[src/core/uerr_pkg.sv]
// package: register map, field layout and carriers for the uncorrectable_error_suppress block
// assumes a single 20 MHz core clock and a plain register port
package uerr_pkg;
  localparam logic [11:0] uerr_status_offset = 12'h104;
  localparam logic [11:0] uerr_suppress_offset = 12'h108;
  localparam logic [11:0] uerr_fatality_offset = 12'h10C;
  localparam logic [11:0] irq_status_offset = 12'h200;
  localparam logic [11:0] irq_mask_offset = 12'h204;
  localparam logic [11:0] capture_offset = 12'h208;
  localparam logic [11:0] report_offset = 12'h20C;
  // error class positions
  localparam int training_bit = 0;
  localparam int dl_protocol_bit = 4;
  localparam int poisoned_bit = 12;
  localparam int flow_ctrl_bit = 13;
  localparam int cpl_timeout_bit = 14;
  localparam int cpl_abort_bit = 15;
  localparam int unexp_cpl_bit = 16;
  localparam int rx_overflow_bit = 17;
  localparam int malformed_bit = 18;
  localparam int ecrc_bit = 19;
  localparam int unsup_req_bit = 20;
  localparam int acs_bit = 21;
  localparam logic [31:0] defined_bits = 32'h003FF011;
  localparam logic [31:0] reserved_preserved = ~defined_bits;
  localparam logic [31:0] suppress_reset = 32'h00000000;
  localparam logic [31:0] status_reset = 32'h00000000;
  localparam logic [31:0] fatality_reset = 32'h00000000;
  localparam logic [1:0] irq_reset = 2'h0;
  localparam logic irq_line_reset = 1'b0;
  localparam logic [7:0] count_reset = 8'h00;
  localparam logic [31:0] rdata_reset = 32'h00000000;
  localparam int irq_capture_bit = 0;
  localparam int irq_report_bit = 1;

  typedef struct packed {
    logic [11:0] addr;
    logic [31:0] wdata;
    logic wr;
    logic rd;
  } reg_req_t;

  typedef struct packed {
    logic valid;
    logic [4:0] index;
    logic fatal;
  } err_event_t;
endpackage

[src/core/uerr_first_bit.sv]
// priority picker: lowest set bit of a 32-bit vector
// purely combinational, used for the capture index
`timescale 1ns/1ps
module uerr_first_bit
  import uerr_pkg::*;
(
  // vector in
  input wire logic [31:0] vec,
  // result
  output logic found,
  output logic [4:0] index
);
  always_comb begin
    found = 1'b0;
    index = 5'h00;
    for (int i = 31; i >= 0; i--) begin
      if (vec[i]) begin
        found = 1'b1;
        index = 5'(i);
      end
    end
  end
endmodule

[src/core/uerr_mask_bank.sv]
// uncorrectable-error status, mask and severity registers with capture and report gating
// assumes error events arrive as synchronous one-cycle pulses on clk
// assumes the register port never raises both strobes in one cycle
// Functional notes
// - mask bit 0 set stops a link training error from header capture and from an error message.
// - mask bit 4 set stops a data link protocol error from capture and from an error message.
// - mask bit 12 set stops a poisoned packet, received or generated, from capture and messaging.
// - mask bit 13 set stops a flow control protocol error from capture and messaging.
// - mask bit 14 set stops a completion timeout from capture and messaging.
// - mask bit 15 set stops a completer abort from capture and messaging.
// - mask bit 16 set stops an unexpected completion from capture and messaging.
// - mask bit 17 set stops a receive buffer overflow from capture and messaging.
// - mask bit 18 set stops a malformed packet from capture and messaging.
// - mask bit 19 set stops an end-to-end CRC failure from capture and messaging.
// - mask bit 20 set stops an unsupported request from capture and messaging.
// - status bits set on every event regardless of mask and clear when software writes a one.
`timescale 1ns/1ps
module uerr_mask_bank
  import uerr_pkg::*;
(
  // clock and reset
  input wire logic clk,
  input wire logic sys_rst,
  // register port
  input wire logic [11:0] reg_addr,
  input wire logic [31:0] reg_wdata,
  input wire logic reg_wr,
  input wire logic reg_rd,
  output logic [31:0] reg_rdata,
  // error events, one bit per class
  input wire logic [31:0] err_event,
  // capture request toward the header log
  output logic capture_valid,
  output logic [4:0] capture_index,
  // error message request toward the root complex
  output logic report_valid,
  output logic report_fatal,
  output logic [4:0] report_index,
  // interrupt
  output logic irq
);
  // register port carrier
  reg_req_t req;

  // capture and report strobes
  err_event_t capture_evt;
  err_event_t report_evt;
  err_event_t next_capture_evt;
  err_event_t next_report_evt;

  // mask and severity
  logic [31:0] suppress;
  logic [31:0] next_suppress;
  logic [31:0] fatality;
  logic [31:0] next_fatality;

  // error status
  logic [31:0] status;
  logic [31:0] next_status;

  // interrupt
  logic [1:0] irq_status;
  logic [1:0] next_irq_status;
  logic [1:0] irq_mask;
  logic [1:0] next_irq_mask;
  logic next_irq;

  // read data
  logic [31:0] next_rdata;

  // gated events and the picker result
  logic [31:0] events;
  logic [31:0] passed;
  logic pick_found;
  logic [4:0] pick_index;

  // event counters
  logic [7:0] capture_count;
  logic [7:0] next_capture_count;
  logic [7:0] report_count;
  logic [7:0] next_report_count;

  assign req = '{addr: reg_addr, wdata: reg_wdata, wr: reg_wr, rd: reg_rd};
  assign events = err_event & defined_bits;

  // a set mask bit blocks both the header capture and the message
  genvar g;
  generate
    for (g = 0; g < 32; g++) begin : gate
      assign passed[g] = events[g] & ~suppress[g];
    end
  endgenerate

  // lowest class wins when several arrive together; the rest still set status
  uerr_first_bit picker (
    .vec(passed),
    .found(pick_found),
    .index(pick_index)
  );

  // write decode, one hit per register
  logic wr_suppress;
  logic wr_fatality;
  logic wr_status;
  logic wr_irq_status;
  logic wr_irq_mask;

  assign wr_suppress = req.wr && (req.addr == uerr_suppress_offset);
  assign wr_fatality = req.wr && (req.addr == uerr_fatality_offset);
  assign wr_status = req.wr && (req.addr == uerr_status_offset);
  assign wr_irq_status = req.wr && (req.addr == irq_status_offset);
  assign wr_irq_mask = req.wr && (req.addr == irq_mask_offset);

  // mask: reserved bits are preserved, only defined ones take the write
  always_comb begin
    next_suppress = suppress;
    if (wr_suppress) begin
      next_suppress = (suppress & reserved_preserved) | (req.wdata & defined_bits);
    end
  end

  always_ff @(posedge clk or posedge sys_rst) begin
    if (sys_rst) begin
      suppress <= suppress_reset;
    end else begin
      suppress <= next_suppress;
    end
  end

  // severity: same preservation as the mask, only steers report_fatal
  always_comb begin
    next_fatality = fatality;
    if (wr_fatality) begin
      next_fatality = (fatality & reserved_preserved) | (req.wdata & defined_bits);
    end
  end

  always_ff @(posedge clk or posedge sys_rst) begin
    if (sys_rst) begin
      fatality <= fatality_reset;
    end else begin
      fatality <= next_fatality;
    end
  end

  // status: set after clear so a same-cycle event is never lost
  always_comb begin
    next_status = status;
    if (wr_status) begin
      next_status = status & ~(req.wdata & defined_bits);
    end
    // masked events still land here; the mask only gates capture and message
    next_status = next_status | events;
  end

  always_ff @(posedge clk or posedge sys_rst) begin
    if (sys_rst) begin
      status <= status_reset;
    end else begin
      status <= next_status;
    end
  end

  // interrupt enables
  always_comb begin
    next_irq_mask = irq_mask;
    if (wr_irq_mask) begin
      next_irq_mask = req.wdata[1:0];
    end
  end

  always_ff @(posedge clk or posedge sys_rst) begin
    if (sys_rst) begin
      irq_mask <= irq_reset;
    end else begin
      irq_mask <= next_irq_mask;
    end
  end

  // interrupt status: both causes follow the picker, set wins over the clear
  always_comb begin
    next_irq_status = irq_status;
    if (wr_irq_status) begin
      next_irq_status = irq_status & ~req.wdata[1:0];
    end
    next_irq_status[irq_capture_bit] = next_irq_status[irq_capture_bit] | pick_found;
    next_irq_status[irq_report_bit] = next_irq_status[irq_report_bit] | pick_found;
    // taken from next values so irq rises with the status flop, not a cycle later
    next_irq = |(next_irq_status & next_irq_mask);
  end

  always_ff @(posedge clk or posedge sys_rst) begin
    if (sys_rst) begin
      irq_status <= irq_reset;
      irq <= irq_line_reset;
    end else begin
      irq_status <= next_irq_status;
      irq <= next_irq;
    end
  end

  // capture strobe: lowest unmasked class of this cycle
  always_comb begin
    next_capture_evt = '{valid: pick_found, index: pick_index, fatal: fatality[pick_index]};
  end

  always_ff @(posedge clk or posedge sys_rst) begin
    if (sys_rst) begin
      capture_evt <= '0;
    end else begin
      capture_evt <= next_capture_evt;
    end
  end

  // message request: same class as the capture, so header log and message agree
  always_comb begin
    next_report_evt = '{valid: pick_found, index: pick_index, fatal: fatality[pick_index]};
  end

  always_ff @(posedge clk or posedge sys_rst) begin
    if (sys_rst) begin
      report_evt <= '0;
    end else begin
      report_evt <= next_report_evt;
    end
  end

  // capture counter, 8 bits, wraps without notice
  always_comb begin
    next_capture_count = capture_count + 8'(pick_found);
  end

  always_ff @(posedge clk or posedge sys_rst) begin
    if (sys_rst) begin
      capture_count <= count_reset;
    end else begin
      capture_count <= next_capture_count;
    end
  end

  // message counter, kept apart so a later split of the two paths stays visible
  always_comb begin
    next_report_count = report_count + 8'(pick_found);
  end

  always_ff @(posedge clk or posedge sys_rst) begin
    if (sys_rst) begin
      report_count <= count_reset;
    end else begin
      report_count <= next_report_count;
    end
  end

  // read path, one cycle latency; idle cycles and unmapped addresses read zero
  always_comb begin
    next_rdata = rdata_reset;
    if (req.rd) begin
      case (req.addr)
        uerr_status_offset: begin
          next_rdata = status;
        end
        uerr_suppress_offset: begin
          next_rdata = suppress;
        end
        uerr_fatality_offset: begin
          next_rdata = fatality;
        end
        irq_status_offset: begin
          next_rdata = {30'h0, irq_status};
        end
        irq_mask_offset: begin
          next_rdata = {30'h0, irq_mask};
        end
        capture_offset: begin
          next_rdata = {24'h000000, capture_count};
        end
        report_offset: begin
          next_rdata = {24'h000000, report_count};
        end
        default: begin
          next_rdata = rdata_reset;
        end
      endcase
    end
  end

  always_ff @(posedge clk or posedge sys_rst) begin
    if (sys_rst) begin
      reg_rdata <= rdata_reset;
    end else begin
      reg_rdata <= next_rdata;
    end
  end

  assign capture_valid = capture_evt.valid;
  assign capture_index = capture_evt.index;
  assign report_valid = report_evt.valid;
  assign report_index = report_evt.index;
  assign report_fatal = report_evt.fatal;
endmodule

[config.mk]
export PLATFORM = sky130hd
export DESIGN_NAME = uerr_mask_bank
export DESIGN_NICKNAME = d
export VERILOG_FILES = /design/src/core/uerr_pkg.sv /design/src/core/uerr_first_bit.sv /design/src/core/uerr_mask_bank.sv
export SDC_FILE = /design/constraint.sdc
export NUM_CORES = 1
export LEC_CHECK = 0
export BUFFER_PORTS_ARGS = -buffer_cell sky130_fd_sc_hd__buf_2
export CORE_ASPECT_RATIO = 1.5
export CORE_MARGIN = 2
export CORE_UTILIZATION = 50
export DETAILED_ROUTE_END_ITERATION = 8
export HOLD_SLACK_MARGIN = 0.06
export PLACE_DENSITY_LB_ADDON = 0.25
export SYNTH_ARGS = -nofsm -noshare
export SYNTH_HDL_FRONTEND = slang
export SYNTH_SLANG_ARGS = --single-unit
[constraint.sdc]
create_clock -name clk -period 2.9 [get_ports clk]
set_input_delay 0.145 -clock clk [delete_from_list [all_inputs] [get_ports clk]]
set_output_delay 0.145 -clock clk [all_outputs]
set_load 0.05 [all_outputs]
* After elaboration in Yosys (flattened, before gate mapping)
Cells that the tools add are included.
Word-level totals: flip-flop bits (word level) 156, word-level logic and storage cells 93, input port bits 80, output and inout port bits 46
Cells by class: reduce and logical (&&, ||, !) cells 6, $lt $le $gt $ge 1, bitwise logic cells 34, muxes and demuxes 31, add/subtract/negate cells 2, equality and inequality tests 7
Operators by type and width (count):
- $pmux 32 s7 | 1
- $or 32x22->32 | 3
- $mux 32 | 2
- $mux 5 | 12
- $eq 12x10->1 const B | 4
- $eq 12x9->1 const B | 3
- $and 32x32->32 | 1
- $not 22->32 | 1
- $add 8x1->8 | 2
- $mux 1 | 13
- $and 1x1->1 | 12
- $not 1->1 | 12
- $lt 5x6->1 const B | 1
- $bmux 1 s5 | 1
- $logic_and 1x1->1 | 5
- $and 2x2->2 | 2
- $mux 2 | 2
- $not 2->2 | 1
- $or 1x1->1 | 2
- $reduce_or 2->1 | 1

* Depth between registers and ports, before layout
word-level depth 17, mapped depth 9

* Hierarchy
From an unflattened synthesis, not the netlist that was laid out.
Second synthesis, totals: cell total of the unflattened synthesis 375, area, all modules 4150.2 um2
Modules (own cells, without submodules):
- uerr_mask_bank | times used 1, cells each 310, sequential area each 2077.0 um2, area an instance 3779.9 um2
- uerr_first_bit | times used 1, cells each 65, sequential area each 0.0 um2, area an instance 370.4 um2

* Least setup slack after synthesis
No wires, ideal clock.
kind register to register, start point reg suppress[14], end point reg capture_count[6], path buffers 0, arrival 1971 ps, period minus slack after synthesis 2051 ps, data required time 2820 ps, stages on the path, launching flop included 9, path slack 849 ps, path through dfrtp_1 > nor2b_1 > nor4_1 > nand4_1 > ha_1 > ha_1 > and3_1 > nand3_1 > xnor2_1
RTL lines:
- start: declaration | line uerr_mask_bank.sv:52 | logic [31:0] suppress;
- start signal: assignment | line uerr_mask_bank.sv:124 | suppress <= suppress_reset;
- start signal: assignment | line uerr_mask_bank.sv:126 | suppress <= next_suppress;
- end signal: assignment | line uerr_mask_bank.sv:235 | capture_count <= count_reset;
- end signal: assignment | line uerr_mask_bank.sv:237 | capture_count <= next_capture_count;
- end: declaration | line uerr_mask_bank.sv:78 | logic [7:0] capture_count;

==> impl_metrics.env <==
export IMPL_dr_pass1_iters=7
export IMPL_hold_buffers=27
export IMPL_std_cell_rows=38
export IMPL_hpwl_um=5860
export IMPL_ys_seq_elements=83
export IMPL_core_area_mm2=0.00727
export IMPL_grt_use_total=0.220
export IMPL_p_per_area_mw_per_mm2=529
export IMPL_drtIter0Drc=147
export IMPL_ioPinCount=126
export IMPL_area_growth_pct=23.4
export IMPL_synth_area_mux_share=0.0989
export IMPL_tns_ns=0
export IMPL_worstSetupStartpointType="input pin"
export IMPL_critPathCaptureType="register"
export IMPL_min_period_over_period=0.930
export IMPL_drv_slew=0
export IMPL_worst_path_max_delay_cell="nor4_1"
export IMPL_synth_area_mm2=0.00378
export IMPL_chipWidth_um=75.0
export IMPL_synth_edf_count=0
export IMPL_insertion_delay_ns=0.36
export IMPL_gp_congestion=0.829
export IMPL_p_sw_frac=0.268
export IMPL_cp_common_cell="ha_1"
export IMPL_final_common_cell="buf_2"
export IMPL_yosysUniqueCellTypes=46
export IMPL_final_cells=530
export IMPL_mostFrequentLayoutCells="buf_2, dfrtp_1, nor2_1, dlygate4sd3_1, nand2_1"
export IMPL_grt_overflow=0
export IMPL_ys_warn_count=0
export IMPL_avgSynthCellArea_um2=11.7
export IMPL_netlist_top_cells_area="dfrtp_1, mux2_2, mux2_4"
export IMPL_diodes=0
export IMPL_grt_max_degree=34
export IMPL_setup_ws_ns=0.204
export IMPL_async_reset_ff_frac=1.00
export IMPL_synth_seq_area_share=0.549
export IMPL_clk_path_buf_depth=2
export IMPL_dpl_instance_area_mm2=0.00420
export IMPL_drtAntennaViolNets=0
export IMPL_synth_top_family_by_area="simple AND/OR/NAND/NOR gates"
export IMPL_postRouteWirelength_um=8300
export IMPL_hp_class="in -> reg"
export IMPL_tightest_slew_ns=0.614
export IMPL_cp_arrival_ns=2.98
export IMPL_cpLargestDelayFamily="simple AND/OR/NAND/NOR gates"
export IMPL_p_leak_uw=0.00219
export IMPL_setup_viol=0
export IMPL_wl_per_cell_um=15.7
export IMPL_period_needed_ns=2.70
export IMPL_grt_pass1_vias=2881
export IMPL_power_frac_clock=0.339
export IMPL_critPathRequiredTime_ns=3.18
export IMPL_synth_compound_area_frac=0.116
export IMPL_status="finished clean"
export IMPL_syn_inst=322
export IMPL_crit_buf_inv=2
export IMPL_synth_fa_ha_area_frac=0.0132
export IMPL_final_net_count=510
export IMPL_p_seq_frac=0.550
export IMPL_die_y_um=111
export IMPL_hold_viol_final=0
export IMPL_synth_top_cell_by_area="dfrtp_1"
export IMPL_drc=0
export IMPL_fin_worst_skew_ns=0.0107
export IMPL_utilization=0.641
export IMPL_max_freq_mhz=371
export IMPL_dp_cells=488
export IMPL_synth_ff_type="dfrtp_1"
export IMPL_via_per_inst=5.27
export IMPL_netlist_area_leader_share=0.549
export IMPL_rsz0062_at_grt="false"
export IMPL_cts_setup_buffers=0
export IMPL_p_int_uw=1810
export IMPL_htreeDepth=3
export IMPL_dieArea_mm2=0.00829
export IMPL_stdcell_area_mm2=0.00467
export IMPL_cpPeakStageDelay_ns=0.59
export IMPL_synth_nets=406
export IMPL_timing_max_cap_violations=0
export IMPL_tritoncts="done"
export IMPL_io_buffers=86
export IMPL_synthXorXnorAreaFrac=0.0278
export IMPL_p_comb_frac=0.111
export IMPL_ir_drop_v=0.000416
export IMPL_fillers=603
export IMPL_grt_pass1_wl_um=13800
export IMPL_cts_made_buffers=9
export IMPL_drive_above_1_share=0.337
export IMPL_cp_max_fo=5
export IMPL_initial_core_util=0.520
export IMPL_crit_chain="dlygate4sd3_1 > buf_2 > nor2b_1 > nor4_1 > nand4_1 > ha_1 > ha_1 > and3_1 > nand3_1 > xnor2_1"
export IMPL_path_clk_slew_ns=0.08
export IMPL_cts_resized=0
export IMPL_maxSlewHeadroom=0.587
export IMPL_antenna_found_initial=0
export IMPL_switching_power_uw=660
export IMPL_route_vias_total=2795
export IMPL_synthSimpleGateAreaFrac=0.138
export IMPL_pre_cts_ws_ns=0.387
export IMPL_crit_type="in -> reg"
export IMPL_clock_sinks=83
export IMPL_cts_root_buf="clkbuf_8"
-- synth_stat cells, types with 8 or more instances --
cell type,instances
nor2b_1,11
a22oi_1,10
nand2_1,25
dfrtp_1,83
nand3_1,9
mux2_4,10
nor2_1,30
buf_4,19
a222oi_1,12
mux2_2,19
xnor2_1,8
a21o_1,13
-- power by group through the flow --
stage          combinational (uW)  sequential (uW)  clock [uW]
2_1_floorplan                 175             1360           0
3_3_place_gp                  242             1380           0
3_5_place_dp                  250             1380           0
4_1_cts                       276             1360         855
5_1_grt                       303             1380         899
6_report                      273             1360         836
-- worst paths after layout --
check                                       from               end  depth (start not counted)  slack, ns
worst max-delay path               err_event[14]  capture_count[6]                         10       0.20
worst min-delay path                reg_wdata[0]       fatality[0]                          2       0.09
worst max register to register      suppress[15]  capture_count[6]                          8       0.36
worst min register to register  capture_count[7]  capture_count[7]                          1       0.48
max in group asynchronous                sys_rst     reg_rdata[14]                          4       1.74
min in group asynchronous                sys_rst      fatality[20]                          3       0.36
-- state kept, by name, summed over array words and instances, names as in the netlist, 5 cells and up --
signal and flops:
fatality 12, report_index 5, capture_count 8, status 12, reg_rdata 19, suppress 12, report_count 8
-- worst register-to-register path, cell delays in order, from the launching register on --
cell and delay [ns]:
dfrtp_1 0.38, nor2b_1 0.10, nor4_1 0.57, nand4_1 0.40
ha_1 0.37, ha_1 0.22, and3_1 0.21, nand3_1 0.10
xnor2_1 0.12
-- per-layer routing --
layer	vias to the layer above	routed length [um]	global-route usage	share of wire
met1	1370	3450	0.275	0.42
li1	1340	-	-	-
met5	-	0	0	0
met4	0	126	0.0774	0.015
met2	75	4350	0.361	0.52
met3	10	364	0.0529	0.044
-- cells by family after synthesis --
| kind of cell | Yosys count |
|---|---|
| adders and majority gates | 4 |
| muxes | 30 |
| AOI/OAI and AO/OA | 57 |
| other | 1 |
| and+or+nand+nor | 103 |
| xor gates and xnor gates | 12 |
| DFF | 83 |
| buffers and inverters | 32 |
-- layout make-up --
cell class | instances | area [um^2] | share of cell area
clock buffer | 13 | 159 | 0.0341
sequential | 83 | 2080 | 0.445
clock inverter | 2 | 35.0 | 0.00751
timing repair buffer | 119 | 746 | 0.160
tap | 100 | 125 | 0.0268
inverter | 6 | 23.8 | 0.00510
multi-input combinational | 207 | 1500 | 0.322
-- stage by stage --
step / total power (uW) / hold slack, ns
global placement: 1620 / 0.206
CTS: 2490 / 0.0746
finish: 2470 / 0.0869
floorplan: 1540 / 0.237
global route: 2580 / 0.0877
detailed placement: 1630 / 0.211
No activity file was read; power rests on OpenSTA's default activity.
